$ cat src/inc/dcm_pkg.sv
// Constants for the DMA command and channel mode configuration block
package dcm_pkg;
  localparam int unsigned DATA_W = 8;
  localparam int unsigned ADDR_W = 16;
  localparam int unsigned MODE_W = 6;
  localparam int unsigned CHAN_PER_GRP = 4;
  localparam int unsigned SEL_W = 2;
  // I/O addresses
  localparam logic [15:0] LOW_CMD_ADDR = 16'h0008;
  localparam logic [15:0] LOW_MODE_ADDR = 16'h000B;
  localparam logic [15:0] HIGH_CMD_ADDR = 16'h00D0;
  localparam logic [15:0] HIGH_MODE_ADDR = 16'h00D6;
  // Command register fields
  localparam int unsigned CMD_ACK_HIGH_BIT = 7;
  localparam int unsigned CMD_REQ_LOW_BIT = 6;
  localparam int unsigned CMD_ROTATE_BIT = 4;
  localparam int unsigned CMD_DISABLE_BIT = 2;
  localparam logic [7:0] CMD_RESET = 8'h00;
  localparam logic [7:0] CMD_WRITABLE = 8'hD4;
  // Mode register fields
  localparam int unsigned MODE_XMODE_HI = 7;
  localparam int unsigned MODE_XMODE_LO = 6;
  localparam int unsigned MODE_DEC_BIT = 5;
  localparam int unsigned MODE_AUTO_BIT = 4;
  localparam int unsigned MODE_TYPE_HI = 3;
  localparam int unsigned MODE_TYPE_LO = 2;
  localparam int unsigned MODE_SEL_HI = 1;
  localparam int unsigned MODE_SEL_LO = 0;
  localparam logic [5:0] MODE_RESET = 6'h00;
  localparam logic [1:0] XMODE_DEMAND = 2'h0;
  localparam logic [1:0] XMODE_SINGLE = 2'h1;
  localparam logic [1:0] XMODE_BLOCK = 2'h2;
  localparam logic [1:0] XMODE_CASCADE = 2'h3;
  localparam logic [1:0] XTYPE_VERIFY = 2'h0;
  localparam logic [1:0] XTYPE_WRITE = 2'h1;
  localparam logic [1:0] XTYPE_READ = 2'h2;
  localparam logic [1:0] XTYPE_ILLEGAL = 2'h3;
endpackage

$ cat src/rtl/dcm_group_cmd.sv
// Command register of one DMA controller group
`timescale 1ns/100ps
`default_nettype none
module dcm_group_cmd (
  input wire logic clock,
  input wire logic arst_n,
  input wire logic clear,
  input wire logic wr_en,
  input wire logic [7:0] wr_data,
  output logic [7:0] cmd_q
);
  // Reserved bits are dropped so a careless write cannot leak into them
  always_ff @(posedge clock or negedge arst_n) begin
    if (!arst_n) begin
      cmd_q <= dcm_pkg::CMD_RESET;
    end else if (clear) begin
      cmd_q <= dcm_pkg::CMD_RESET;
    end else if (wr_en) begin
      cmd_q <= wr_data & dcm_pkg::CMD_WRITABLE;
    end
  end
endmodule
`default_nettype wire

$ cat src/rtl/dcm_mode_bank.sv
// Per-channel stored mode settings of one DMA controller group
`timescale 1ns/100ps
`default_nettype none
module dcm_mode_bank #(
  parameter int unsigned CHANS = 4
) (
  input wire logic clock,
  input wire logic arst_n,
  input wire logic clear,
  input wire logic wr_en,
  input wire logic [7:0] wr_data,
  output logic [CHANS*6-1:0] mode_q
);
  logic [1:0] sel;
  logic [5:0] payload;
  assign sel = wr_data[dcm_pkg::MODE_SEL_HI:dcm_pkg::MODE_SEL_LO];
  assign payload = wr_data[dcm_pkg::MODE_XMODE_HI:dcm_pkg::MODE_TYPE_LO];
  genvar g;
  generate
    for (g = 0; g < CHANS; g++) begin : g_chan
      always_ff @(posedge clock or negedge arst_n) begin
        if (!arst_n) begin
          mode_q[g*6 +: 6] <= dcm_pkg::MODE_RESET;
        end else if (clear) begin
          mode_q[g*6 +: 6] <= dcm_pkg::MODE_RESET;
        end else if (wr_en && (sel == 2'(g))) begin
          mode_q[g*6 +: 6] <= payload;
        end
      end
    end
  endgenerate
endmodule
`default_nettype wire

$ cat src/rtl/dcm_config.sv
// DMA command and channel mode configuration for the cascaded controller pair
//
// Behaviour
// Command bit 7 set makes acknowledges active high, clear active low.
// Command bit 6 set senses requests active low, clear active high.
// Command bit 4 picks rotating priority when set, fixed when clear.
// Command bit 2 set disables all channels of that controller.
// Disabling the upper group also stops all lower group channels.
// Software writes zero to reserved command bits 5, 3, 1:0.
// Mode bits 7:6 give demand, single, block or cascade transfer mode.
// Mode bit 5 clear increments address, set decrements it.
// Mode bit 4 set enables autoinitialization for the channel.
// Mode bits 3:2 give verify, write, read; code 11 illegal.
// In cascade mode the transfer type field is ignored.
// Mode bits 1:0 select which of four channels gets bits 7:2.
// Each channel keeps its own 6-bit stored mode.
// CPU reset or master clear zeroes command and stored mode bits.
// Command register decoded at 08h lower and 0D0h upper.
// Mode register decoded at 0Bh lower and 0D6h upper.
// All registers reachable from PCI I/O; some from ISA I/O.
// Mode write changes only the selected channel.
`timescale 1ns/100ps
`default_nettype none
module dcm_config #(
  parameter int unsigned CHANS = 8,
  parameter bit ISA_CMD_VISIBLE = 1'b1,
  parameter bit ISA_MODE_VISIBLE = 1'b1
) (
  input wire logic clock,
  input wire logic arst_n,
  input wire logic cpu_reset_input,
  input wire logic master_clear_low,
  input wire logic master_clear_high,
  input wire logic pci_io_wr,
  input wire logic isa_io_wr,
  input wire logic [15:0] io_addr,
  input wire logic [7:0] io_wdata,
  output logic [1:0] ack_active_high,
  output logic [1:0] req_active_low,
  output logic [1:0] rotating_priority,
  output logic [CHANS-1:0] channel_enable,
  output logic [CHANS*2-1:0] chan_xfer_mode,
  output logic [CHANS-1:0] chan_addr_decrement,
  output logic [CHANS-1:0] chan_autoinit,
  output logic [CHANS*2-1:0] chan_xfer_type,
  output logic [CHANS-1:0] chan_type_illegal,
  output logic [3:0] write_hit
);
  localparam int unsigned HALF = CHANS / 2;
  // Stored mode is register bits 7:2 shifted down, so field positions move with the payload
  localparam int unsigned ST_XMODE_HI = dcm_pkg::MODE_XMODE_HI - dcm_pkg::MODE_TYPE_LO;
  localparam int unsigned ST_XMODE_LO = dcm_pkg::MODE_XMODE_LO - dcm_pkg::MODE_TYPE_LO;
  localparam int unsigned ST_DEC_BIT = dcm_pkg::MODE_DEC_BIT - dcm_pkg::MODE_TYPE_LO;
  localparam int unsigned ST_AUTO_BIT = dcm_pkg::MODE_AUTO_BIT - dcm_pkg::MODE_TYPE_LO;
  localparam int unsigned ST_TYPE_HI = dcm_pkg::MODE_TYPE_HI - dcm_pkg::MODE_TYPE_LO;
  localparam int unsigned ST_TYPE_W = dcm_pkg::MODE_TYPE_HI - dcm_pkg::MODE_TYPE_LO + 1;
  localparam int unsigned STORED_W = dcm_pkg::MODE_W;

  // CPU reset pin is asynchronous to clock, so it crosses three stages
  logic sync1_reg;
  logic sync2_reg;
  logic sync3_reg;
  logic cpu_reset_reg;
  logic cpu_reset_seen;

  always_ff @(posedge clock or negedge arst_n) begin
    if (!arst_n) begin
      sync1_reg <= 1'b0;
    end else begin
      sync1_reg <= cpu_reset_input;
    end
  end

  always_ff @(posedge clock or negedge arst_n) begin
    if (!arst_n) begin
      sync2_reg <= 1'b0;
    end else begin
      sync2_reg <= sync1_reg;
    end
  end

  always_ff @(posedge clock or negedge arst_n) begin
    if (!arst_n) begin
      sync3_reg <= 1'b0;
    end else begin
      sync3_reg <= sync2_reg;
    end
  end

  // Only stage two reads stage one; a change counts once stages two and three agree
  always_ff @(posedge clock or negedge arst_n) begin
    if (!arst_n) begin
      cpu_reset_reg <= 1'b0;
    end else if (sync2_reg == sync3_reg) begin
      cpu_reset_reg <= sync3_reg;
    end
  end
  assign cpu_reset_seen = cpu_reset_reg;

  // Address decode; ISA side reaches only what the parameters allow
  logic wr_any;
  logic cmd_isa_ok;
  logic mode_isa_ok;
  logic wr_low_cmd;
  logic wr_high_cmd;
  logic wr_low_mode;
  logic wr_high_mode;
  assign wr_any = pci_io_wr | isa_io_wr;
  assign cmd_isa_ok = pci_io_wr | (isa_io_wr & ISA_CMD_VISIBLE);
  assign mode_isa_ok = pci_io_wr | (isa_io_wr & ISA_MODE_VISIBLE);
  logic at_low_cmd;
  logic at_high_cmd;
  logic at_low_mode;
  logic at_high_mode;
  assign at_low_cmd = (io_addr == dcm_pkg::LOW_CMD_ADDR);
  assign at_high_cmd = (io_addr == dcm_pkg::HIGH_CMD_ADDR);
  assign at_low_mode = (io_addr == dcm_pkg::LOW_MODE_ADDR);
  assign at_high_mode = (io_addr == dcm_pkg::HIGH_MODE_ADDR);
  assign wr_low_cmd = cmd_isa_ok && at_low_cmd;
  assign wr_high_cmd = cmd_isa_ok && at_high_cmd;
  assign wr_low_mode = mode_isa_ok && at_low_mode;
  assign wr_high_mode = mode_isa_ok && at_high_mode;

  logic clr_low;
  logic clr_high;
  assign clr_low = cpu_reset_seen | master_clear_low;
  assign clr_high = cpu_reset_seen | master_clear_high;

  logic [7:0] cmd_low;
  logic [7:0] cmd_high;
  logic [HALF*6-1:0] mode_low;
  logic [HALF*6-1:0] mode_high;

  dcm_group_cmd u_cmd_low (
    .clock(clock),
    .arst_n(arst_n),
    .clear(clr_low),
    .wr_en(wr_low_cmd),
    .wr_data(io_wdata),
    .cmd_q(cmd_low)
  );
  dcm_group_cmd u_cmd_high (
    .clock(clock),
    .arst_n(arst_n),
    .clear(clr_high),
    .wr_en(wr_high_cmd),
    .wr_data(io_wdata),
    .cmd_q(cmd_high)
  );
  dcm_mode_bank #(.CHANS(HALF)) u_mode_low (
    .clock(clock),
    .arst_n(arst_n),
    .clear(clr_low),
    .wr_en(wr_low_mode),
    .wr_data(io_wdata),
    .mode_q(mode_low)
  );
  dcm_mode_bank #(.CHANS(HALF)) u_mode_high (
    .clock(clock),
    .arst_n(arst_n),
    .clear(clr_high),
    .wr_en(wr_high_mode),
    .wr_data(io_wdata),
    .mode_q(mode_high)
  );

  // Group command fields, bit 0 lower and bit 1 upper
  logic [1:0] grp_ack_high;
  logic [1:0] grp_req_low;
  logic [1:0] grp_rotate;
  assign grp_ack_high = {cmd_high[dcm_pkg::CMD_ACK_HIGH_BIT], cmd_low[dcm_pkg::CMD_ACK_HIGH_BIT]};
  assign grp_req_low = {cmd_high[dcm_pkg::CMD_REQ_LOW_BIT], cmd_low[dcm_pkg::CMD_REQ_LOW_BIT]};
  assign grp_rotate = {cmd_high[dcm_pkg::CMD_ROTATE_BIT], cmd_low[dcm_pkg::CMD_ROTATE_BIT]};

  // Group controls, registered so every output leaves a flip-flop
  always_ff @(posedge clock or negedge arst_n) begin
    if (!arst_n) begin
      ack_active_high <= 2'h0;
    end else begin
      ack_active_high <= grp_ack_high;
    end
  end

  always_ff @(posedge clock or negedge arst_n) begin
    if (!arst_n) begin
      req_active_low <= 2'h0;
    end else begin
      req_active_low <= grp_req_low;
    end
  end

  always_ff @(posedge clock or negedge arst_n) begin
    if (!arst_n) begin
      rotating_priority <= 2'h0;
    end else begin
      rotating_priority <= grp_rotate;
    end
  end

  // Lower group is cascaded through upper channel four, so upper disable stops it too
  logic low_group_disable;
  logic high_group_disable;
  logic low_off;
  logic high_off;
  assign low_group_disable = cmd_low[dcm_pkg::CMD_DISABLE_BIT];
  assign high_group_disable = cmd_high[dcm_pkg::CMD_DISABLE_BIT];
  assign high_off = high_group_disable;
  assign low_off = low_group_disable | high_group_disable;

  // One pulse per decoded write, so the host side can tell where a write landed
  logic [3:0] hit_now;
  assign hit_now = {wr_high_mode, wr_low_mode, wr_high_cmd, wr_low_cmd} & {4{wr_any}};
  always_ff @(posedge clock or negedge arst_n) begin
    if (!arst_n) begin
      write_hit <= 4'h0;
    end else begin
      write_hit <= hit_now;
    end
  end

  genvar c;
  generate
    for (c = 0; c < CHANS; c++) begin : g_out
      logic [STORED_W-1:0] m;
      logic off;
      logic [1:0] m_xmode;
      logic m_dec;
      logic m_auto;
      logic [1:0] m_xtype;
      logic m_cascade;

      if (c < HALF) begin : g_lo
        assign m = mode_low[c*STORED_W +: STORED_W];
        assign off = low_off;
      end else begin : g_hi
        assign m = mode_high[(c-HALF)*STORED_W +: STORED_W];
        assign off = high_off;
      end

      assign m_xmode = m[ST_XMODE_HI:ST_XMODE_LO];
      assign m_dec = m[ST_DEC_BIT];
      assign m_auto = m[ST_AUTO_BIT];
      assign m_xtype = m[ST_TYPE_HI -: ST_TYPE_W];
      assign m_cascade = (m_xmode == dcm_pkg::XMODE_CASCADE);

      // Upper disable reaches the lower channels through low_off
      always_ff @(posedge clock or negedge arst_n) begin
        if (!arst_n) begin
          channel_enable[c] <= 1'b1;
        end else begin
          channel_enable[c] <= ~off;
        end
      end

      always_ff @(posedge clock or negedge arst_n) begin
        if (!arst_n) begin
          chan_xfer_mode[c*2 +: 2] <= dcm_pkg::XMODE_DEMAND;
        end else begin
          chan_xfer_mode[c*2 +: 2] <= m_xmode;
        end
      end

      always_ff @(posedge clock or negedge arst_n) begin
        if (!arst_n) begin
          chan_addr_decrement[c] <= 1'b0;
        end else begin
          chan_addr_decrement[c] <= m_dec;
        end
      end

      always_ff @(posedge clock or negedge arst_n) begin
        if (!arst_n) begin
          chan_autoinit[c] <= 1'b0;
        end else begin
          chan_autoinit[c] <= m_auto;
        end
      end

      // Cascade makes the type irrelevant, so it reads as verify and never as illegal
      always_ff @(posedge clock or negedge arst_n) begin
        if (!arst_n) begin
          chan_xfer_type[c*2 +: 2] <= dcm_pkg::XTYPE_VERIFY;
        end else if (m_cascade) begin
          chan_xfer_type[c*2 +: 2] <= dcm_pkg::XTYPE_VERIFY;
        end else begin
          chan_xfer_type[c*2 +: 2] <= m_xtype;
        end
      end

      always_ff @(posedge clock or negedge arst_n) begin
        if (!arst_n) begin
          chan_type_illegal[c] <= 1'b0;
        end else if (m_cascade) begin
          chan_type_illegal[c] <= 1'b0;
        end else begin
          chan_type_illegal[c] <= (m_xtype == dcm_pkg::XTYPE_ILLEGAL);
        end
      end
    end
  endgenerate
endmodule
`default_nettype wire

$ cat config.mk
export PLATFORM = sky130hd
export DESIGN_NAME = dcm_config
export DESIGN_NICKNAME = d
export VERILOG_FILES = /design/src/inc/dcm_pkg.sv /design/src/rtl/dcm_group_cmd.sv /design/src/rtl/dcm_mode_bank.sv /design/src/rtl/dcm_config.sv
export SDC_FILE = /design/constraint.sdc
export NUM_CORES = 1
export LEC_CHECK = 0
export BUFFER_PORTS_ARGS = -buffer_cell sky130_fd_sc_hd__buf_2
export CAP_MARGIN = 10
export CORE_MARGIN = 2
export CORE_UTILIZATION = 44
export CTS_CLUSTER_DIAMETER = 40
export CTS_CLUSTER_SIZE = 25
export DETAILED_ROUTE_END_ITERATION = 6
export PLACE_DENSITY = 0.7
export SYNTH_ARGS = -nofsm -noshare
export SYNTH_HDL_FRONTEND = slang
export SYNTH_SLANG_ARGS = --single-unit
export TNS_END_PERCENT = 100
$ cat constraint.sdc
create_clock -name clock -period 1.2 [get_ports clock]
set_input_delay 0.24 -clock clock [delete_from_list [all_inputs] [get_ports clock]]
set_output_delay 0.24 -clock clock [all_outputs]
set_load 0.01 [all_outputs]
* After elaboration in Yosys (flattened, before gate mapping)
Cells that the tools add are included.
** Cells by class
- Add/subtract/negate cells :: 0
- Multiply operators :: 0
- Div/mod/pow operators :: 0
- Order comparisons :: 0
- Equal/unequal tests :: 24
- Shift operators :: 0
- Multiplexer cells :: 36
- Bitwise gates (word level) :: 7
- Reductions and logical operators :: 23
** Operator list (number)
- $mux W6 :: 16
- $eq A2 B2 Y1 const B :: 18
- $eq A16 B4 Y1 const B :: 2
- $eq A16 B8 Y1 const B :: 2
- $mux W8 :: 4
- $reduce_bool A2 Y1 :: 10
- $mux W2 :: 8
- $logic_and A1 B1 Y1 :: 12
- $mux W1 :: 8
- $and A4 B4 Y4 :: 1
- $or A1 B1 Y1 :: 4
- $eq A2 B1 Y1 const B :: 1
- $logic_not A2 Y1 :: 1
- $not A1 Y1 :: 2
- $eq A1 B1 Y1 :: 1
** Storage, ports and cells
- Register bits after elaboration :: 136
- Latch bits :: 0
- Memory bits (writable) :: 0
- Memory bits (read-only) :: 0
- Input port bits :: 31
- Memories :: 0

* Longest topological paths before layout
Gate-level depths: netlist of run 1.
- Depth in word-level cells :: 5
- Gate-level depth with buffers :: 6
- Depth with buffers taken out :: 4

* By module
Synthesis of run 1 repeated with hierarchy kept, for this count alone.
** Unflattened totals
- Cells, all modules :: 334
- Area total of the unflattened synthesis :: 4725.8 sq um
** By module, submodules not included
- dcm_mode_bank :: times used 2, cells an instance 89, area each 1092.3 sq um, seq. area each 600.6 sq um
- dcm_config :: times used 1, cells an instance 120, area each 2153.3 sq um, seq. area each 1804.2 sq um
- dcm_group_cmd :: times used 2, cells an instance 18, area each 193.9 sq um, seq. area each 100.1 sq um

* Worst setup path before layout of run 1
Ideal clock, no wire load.
- Path type :: input to register
- From :: input port io_addr[13]
- To :: register u_cmd_high.cmd_q[2]
- Library setup time :: 0.126 ns
- Arrival time :: 1.446 ns
- Required time :: 1.074 ns
- Slack :: -0.372 ns
- Stages on the path :: 5
- Buffers on the path :: 1
- Path through :: nor4_4 > o2111ai_1 > or4_1 > buf_2 > mux2i_1
** On the way
- Word-level cells in the longest chain between the ends :: 3
** RTL lines
- start: declaration :: RTL line dcm_config.sv:36 : input wire logic [15:0] io_addr,
- $eq A16 B8 Y1 :: RTL line dcm_config.sv:116 : assign at_high_cmd = (io_addr == dcm_pkg::HIGH_CMD_ADDR);
- $logic_and A1 B1 Y1 :: RTL line dcm_config.sv:120 : assign wr_high_cmd = cmd_isa_ok && at_high_cmd;
- $reduce_bool A2 Y1 (no source line)
- end signal: assignment :: RTL line dcm_group_cmd.sv:15 : cmd_q <= dcm_pkg::CMD_RESET;
- end signal: assignment :: RTL line dcm_group_cmd.sv:17 : cmd_q <= dcm_pkg::CMD_RESET;
- end signal: assignment :: RTL line dcm_group_cmd.sv:19 : cmd_q <= wr_data & dcm_pkg::CMD_WRITABLE;
- end: declaration :: RTL line dcm_group_cmd.sv:10 : output logic [7:0] cmd_q
No other way between the ends.
A chain may end at the register's enable or synchronous reset.

==> out/qor.yml, run 1 <==
run_status:
  status: "finished with violations"
  violations: "negative setup slack"
cts:
  cts_buffer_count: 17
  root_buffer_cell: "sky130_fd_sc_hd__clkbuf_8"
  cts_buffer_depth: 2
  htreeDepth: 4
  clkSlewWorstSetupHoldPaths_ns: 0.06
  cts.sink_count: 128
  tritoncts: "built"
  clk-insertion-delay-late_ns: 0.52
routing:
  vias_per_cell: 4.92
  route.detailed.wl_per_inst_um: 16.7
  num_vias: 3060
  route.detailed.drc: 0
  drtIter0Drc: 180
  dr.pass1.iters: 4
  final_antenna_net_count: 0
  routed_wl_mm: 10.4
layout:
  num_antenna_cells: 0
  largest_registers: "u_mode_high.mode_q x24, u_mode_low.mode_q x24"
  count_of_fill_cells_added_during_filler_insertion: 785
  fin_cells: 622
  areaGrowthSynthToFinish_pct: 40.7
  final_layout_size_suffix_gt1_frac: 0.428
  post_layout_inst_area_sq_mm: 0.00639
  layout.nets: 504
  fin_util: 0.627
critical_path:
  critPathCaptureType: "output pin"
  crit_path_start: "channel_enable[3]"
  critPathKind: "reg -> out"
  cp.buffers_inverters: 1
  critical_path.top_delay_family: "flip-flops"
  timing.critical_path.cells: "buf_2"
  required_ns: 0.96
  largest_driver_fanout_on_the_critical_path: 4
  critical_path.startpoint_type: "flip-flop"
  worst-endpoint-arrival_ns: 1.17
  critical_path.slowest_cell: "sky130_fd_sc_hd__dfstp_2"
  critical-path-max-stage-delay_ns: 0.54
  crit-reg2reg-launch: "cpu_reset_reg"
sta:
  worstMarginPinSlew_ns: 0.343
  finalHoldViolCount: 0
  min_period_ns: 1.41
  slew_headroom: 0.771
  timing.fmax_mhz: 707
  worst_slack_ns: -0.215
  final_setup_violations: 84
  finalClockSkew_ns: 0.00820
  report.final.slew_viol_count: 0
  timing.final.crit_share: 1.18
  rsz0062_at_grt: "true"
floorplan:
  placement_rows: 37
  boundaryPins: 105
  initial_utilization: 0.446
  core_area_sq_mm: 0.0102
  die_area_sq_mm: 0.0111
  floorplan.die.height_um: 106
  chipWidth_um: 106
power:
  pwr-share-seq: 0.437
  p_int_uw: 7870
  power.total_uw: 9920
  power_frac_clock: 0.512
  power_per_cell_area_mw_per_mm2: 1550
  total_leakage_power_uw: 0.00355
  power.ir.vdd_worst_uv: 1010
  power.share.combinational: 0.051
  swShare: 0.207
  power.net_switching_uw: 2060
placement:
  globalplace.congestion: 0.809
  place.port_buffers: 104
  dp_cells: 583
  detailedPlace.worstSlack_ns: -0.616
  dpl_hpwl_mm: 6.78
  area_after_detailed_placement_sq_mm: 0.00548
grt:
  antenna_violations_before_repair: 0
  globalRoute.totalOverflow: 0
  largest_net_degree_at_the_start_of_global_routing: 36
  number_of_global_route_vias_before_repair: 3096
  groute.usage.overall: 0.187
  grt_pass1_wl_mm: 15.6
logic_synthesis:
  netlist_top_cells_count: "sky130_fd_sc_hd__dfrtp_1, sky130_fd_sc_hd__nand2_1, sky130_fd_sc_hd__mux2i_1"
  yosys_register_bits: 128
  post_synth_fa_ha_maj_area_fraction: 0.00220
  ys_types: 27
  syn_area_per_cell_sq_um: 13.8
  post_synth_mux_area_share: 0.123
  yosys.area.top_type_share: 0.694
  yosys_warnings: 0
  dominantRegCellSynth: "sky130_fd_sc_hd__dfrtp_1"
  async_reset_ff_frac: 1.00
  synth_most_common_cell: "sky130_fd_sc_hd__dfrtp_1"
  syn_nets: 360
  cells_taking_the_most_area_after_synthesis: "sky130_fd_sc_hd__dfrtp_1, sky130_fd_sc_hd__mux2i_1, sky130_fd_sc_hd__nand2_1"
  synth_cells: 329
  synthXorXnorAreaFrac: 0
  compound_gate_portion_of_the_synthesized_area: 0.0292
  synth_top_family_by_area: "multiplexers"
  seq_area_frac_synth: 0.706
  synth.cell_area_sq_mm: 0.00454
  synth_enable_flop_cells: 0
  simple_gate_share_of_the_synthesized_area: 0.118
  post-synth-top-area-cell: "sky130_fd_sc_hd__dfrtp_1"
run:
  maxCapViolCount: 0
min_path:
  hold_path.class: "in -> reg"
  startpoint_of_the_tightest_hold_check_path: "io_wdata[2]"
-- power groups by stage --
stage               registers (uW)  clock network, uW  logic, uW
floorplan                     4410                  0       97.1
finish                        4340               5080        508
global placement              4410                  0        379
global route                  4340               5340        551
CTS                           4340               5140        412
detailed placement            4410                  0        388
-- layout by cell type, fill, tap and decap left out, drive strengths merged --
cell type and n:
nor4b 1, nand4b 1, mux2i 56, inv 3, buf 135, nor2b 3, nand4 7, or4 1
nand3 1, o21a 1, and2 10, dfrtp 126, a21boi 14, bufinv 3, o2111a 1, dfstp 2
and3 5, clkbuf 26, clkinvlp 2, and4bb 1, nand2 69, nor4 2, clkinv 5, o2111ai 1
maj3 1, dlygate4sd3 2, nor2 7
-- logic make-up after synthesis --
logic type / after synthesis
multiplexers: 56
adder cells (fa/ha/maj): 1
flip-flops: 128
AND/OR/NAND/NOR: 108
AO/OA/AOI/OAI: 17
buffers and inverters: 19
-- through the flow --
stage / hold WS (ns) / TNS (ns)
after global routing: 0.0649 / -8.65
final: 0.0831 / -4.51
after global placement: 0.106 / -23.86
after CTS: 0.0778 / -6.31
after floorplan: -0.0556 / -12.78
after detailed placement: 0.102 / -26.68
-- cell type report --
type,instances,area (sq um),share of cell area
clock buffers,22,463,0.0724
clock inverters,10,134,0.0210
inverters,3,11.3,0.00176
multi-input cells,182,1380,0.215
flip-flops and latches,128,3210,0.502
repair buffers,141,1030,0.161
well taps,136,170,0.0266
-- what timing repair did --
| item | 4_1_cts | 5_1_grt |
|---|---|---|
| cloned | 0 | 5 |
| pin swaps | 0 | 6 |
| hold endpoints to repair | 129 | 0 |
| setup endpoints to repair | 100 | 112 |
| gates resized for setup | 13 | 38 |
| setup buffers | 1 | 0 |
| hold buffers | 2 | 0 |
-- metal layers --
layer	GRT usage	vias to the layer above	routed length [um]
li1	-	1393	-
met5	0	-	0
met2	0.290	112	5390
met3	0.0649	13	673
met4	0.0771	0	151
met1	0.240	1542	4190
-- path summary, 6_finish.rpt --
check,cells past startpoint,slack [ns],endpoint
worst max-delay path,1,-0.21,channel_enable[2]
worst min-delay path,3,0.08,u_cmd_high.cmd_q[2]
worst max register to register,5,-0.05,u_mode_high.mode_q[13]
worst min register to register,0,0.35,sync2_reg
max in group asynchronous,3,0.61,chan_xfer_mode[9]
min in group asynchronous,2,0.12,write_hit[0]
Note: power is estimated with default switching activity, not from simulation.
==> run 2, diff against run 1 <==
SKIP_LAST_GASP = 1   (was unset)
==> run 2 against run 1 <==
- the flow still finishes with violations (negative setup slack)
- critical path depth is the same
- maximum frequency up 0.20%
- utilization shrank 0.15 points
- sequential power is essentially flat
- wire length decreased by 1.5%
- sequential cell count unchanged
- register-to-register slack is essentially flat
- clock power about the same
- die area unchanged
- critical path type unchanged
- largest power group unchanged
==> out/qor.yml, run 2 (synthesized netlist as in run 1, its figures left out) <==
grt:
  globalRoute.totalOverflow: 0  # unchanged
  largest_net_degree_at_the_start_of_global_routing: 36  # unchanged
  number_of_global_route_vias_before_repair: 3096  # unchanged
  antenna_violations_before_repair: 0  # unchanged
  groute.usage.overall: 0.187  # unchanged
  grt_pass1_wl_mm: 15.6  # unchanged
routing:
  final_antenna_net_count: 0  # unchanged
  dr.pass1.iters: 4  # unchanged
  route.detailed.wl_per_inst_um: 16.5  # was 16.7 um
  num_vias: 3052  # was 3060
  vias_per_cell: 4.91  # was 4.92
  route.detailed.drc: 0  # unchanged
  drtIter0Drc: 218  # was 180
  routed_wl_mm: 10.3  # was 10.4 mm
min_path:
  whs_path_depth: 3  # unchanged
  startpoint_of_the_tightest_hold_check_path: "io_wdata[7]"  # was io_wdata[2]
  worst_hold_path.endpoint: "u_mode_low.mode_q[17]"  # was u_cmd_high.cmd_q[2]
  hold_path.class: "in -> reg"  # unchanged
layout:
  multi_input_area_sq_mm: 0.00136  # was 0.00138 sq mm
  most-common-layout-cells: "sky130_fd_sc_hd__dfrtp_1, sky130_fd_sc_hd__buf_2, sky130_fd_sc_hd__mux2i_1"  # unchanged
  num_antenna_cells: 0  # unchanged
  final_layout_size_suffix_gt1_frac: 0.424  # was 0.428
  count_of_fill_cells_added_during_filler_insertion: 787  # was 785
  largest_registers: "u_mode_high.mode_q x24, u_mode_low.mode_q x24"  # unchanged
  areaGrowthSynthToFinish_pct: 40.4  # was 40.7%
  layout.nets: 504  # unchanged
  seqCellArea_sq_mm: 0.00321  # unchanged
  final_common_cell: "sky130_fd_sc_hd__dfrtp_1"  # unchanged
  fin_cells: 622  # unchanged
sta:
  min_period_ns: 1.41  # about the same
  slew_headroom: 0.773  # was 0.771
  finalHoldViolCount: 0  # unchanged
  final_setup_violations: 81  # was 84
  timing.final.crit_share: 1.18  # about the same
  timing.fmax_mhz: 708  # was 707 MHz
  finalClockSkew_ns: 0.00913  # was 0.00820 ns
  rsz0062_at_grt: "true"  # unchanged
  finalSetupTns_ns: -4.45  # was -4.51 ns
  report.final.slew_viol_count: 0  # unchanged
  worst_slack_ns: -0.212  # was -0.215 ns
  worstMarginPinSlew_ns: 0.340  # was 0.343 ns
critical_path:
  rr_endpoint: "u_mode_high.mode_q[13]"  # unchanged
  cp.buffers_inverters: 1  # unchanged
  critical-path-max-stage-delay_ns: 0.54  # about the same
  critPathKind: "reg -> out"  # unchanged
  required_ns: 0.96  # about the same
  worst-endpoint-arrival_ns: 1.17  # about the same
  crit-reg2reg-launch: "cpu_reset_reg"  # unchanged
  critical_path.startpoint_type: "flip-flop"  # unchanged
  critical_path.top_delay_family: "flip-flops"  # unchanged
  timing.reg2reg.setup_slack_ns: -0.05  # about the same
  critical_path.slowest_cell: "sky130_fd_sc_hd__dfstp_2"  # unchanged
  r2r.worst_path.cells: 5  # unchanged
  largest_driver_fanout_on_the_critical_path: 4  # unchanged
  timing.critical_path.cells: "buf_2"  # unchanged
  critPathCaptureType: "output pin"  # unchanged
cts:
  cts_buffer_depth: 2  # unchanged
  clkSlewWorstSetupHoldPaths_ns: 0.06  # about the same
  tritoncts: "built"  # unchanged
  clk-insertion-delay-late_ns: 0.52  # about the same
  htreeDepth: 4  # unchanged
  cts.sink_count: 128  # unchanged
  cts_buffer_count: 17  # unchanged
  root_buffer_cell: "sky130_fd_sc_hd__clkbuf_8"  # unchanged
power:
  power.ir.vdd_worst_uv: 1010  # about the same
  total_leakage_power_uw: 0.00353  # was 0.00355 uW
  power_per_cell_area_mw_per_mm2: 1550  # about the same
run:
  maxCapViolCount: 0  # unchanged
floorplan:
  core_area_sq_mm: 0.0102  # unchanged
  boundaryPins: 105  # unchanged
  placement_rows: 37  # unchanged
  floorplan.die.height_um: 106  # unchanged
  die_area_sq_mm: 0.0111  # unchanged
  chipWidth_um: 106  # unchanged
  initial_utilization: 0.446  # unchanged
placement:
  dpl_hpwl_mm: 6.78  # unchanged
  dp_cells: 583  # unchanged
  place.port_buffers: 104  # unchanged
  globalplace.congestion: 0.809  # unchanged
run_status:
  violations: "negative setup slack"  # unchanged
  status: "finished with violations"  # unchanged
==> run 2: cell counts in the layout (fill, tap and decap cells not counted) <==
No cell type changed its count.
==> run 2: how the worst max path moves through the flow <==
stage,from,to,slack [ns],cells after the start
6_report,channel_enable[3],channel_enable[2],-0.21,1
5_1_grt,channel_enable[6],channel_enable[4],-0.26,1
4_1_cts,channel_enable[3],channel_enable[2],-0.25,1
3_5_place_dp,io_addr[13],u_cmd_high.cmd_q[6],-0.62,5
3_3_place_gp,io_addr[13],u_cmd_high.cmd_q[2],-0.56,5
2_1_floorplan,io_addr[13],u_cmd_high.cmd_q[2],-0.37,5
==> run 2: repair_timing <==
item / in CTS / in global routing
setup endpoints to repair: 100 / 112
gates cloned: 0 / 5
setup buffers: 1 / 0
hold buffers: 2 / 0
endpoints found under the hold margin: 129 / 0
pin swaps: 0 / 6
resized for setup: 13 / 34
==> run 2: per-stage QoR <==
stage	hold slack (ns)	total power (uW)	instance area [sq um]	util	worst slack, ns
final	0.0982	9910	6370	0.626	-0.212
after global routing	0.0868	10200	6370	0.626	-0.263
after CTS	0.0778	9890	6150	0.603	-0.246
after detailed placement	0.102	4800	5480	0.538	-0.616
after global placement	0.106	4790	5480	0.538	-0.563
after floorplan	-0.0556	4510	4550	-	-0.372
==> run 2: where the power goes <==
group | switching (uW) | internal [uW] | total (uW)
logic | 282 | 220 | 502
clock network | 1760 | 3310 | 5070
registers | 8.55 | 4330 | 4340
total | 2050 | 7860 | 9910
==> run 2: area by class of cell <==
| type | count | area share |
|---|---|---|
| timing repair buffer | 141 | 0.162 |
| multi-input combinational | 182 | 0.213 |
| clock inverter | 10 | 0.0210 |
| sequential | 128 | 0.503 |
| tap | 136 | 0.0267 |
| clock buffer | 22 | 0.0726 |
| inverter | 3 | 0.00177 |
==> run 2: per-layer routing <==
layer / routed length (um) / track usage / share of wire
met5: 0 / 0 / 0
met4: 178 / 0.0771 / 0.017
met3: 700 / 0.0649 / 0.068
met2: 5210 / 0.290 / 0.51
met1: 4160 / 0.240 / 0.41
==> run 2: worst reg2reg max path, delay by kind of cell (launching register included) <==
family	cells	cell delay [ns]
multiplexers	1	0.17
AND/OR/NAND/NOR	2	0.24
buffers and inverters	2	0.30
flip-flops	1	0.45
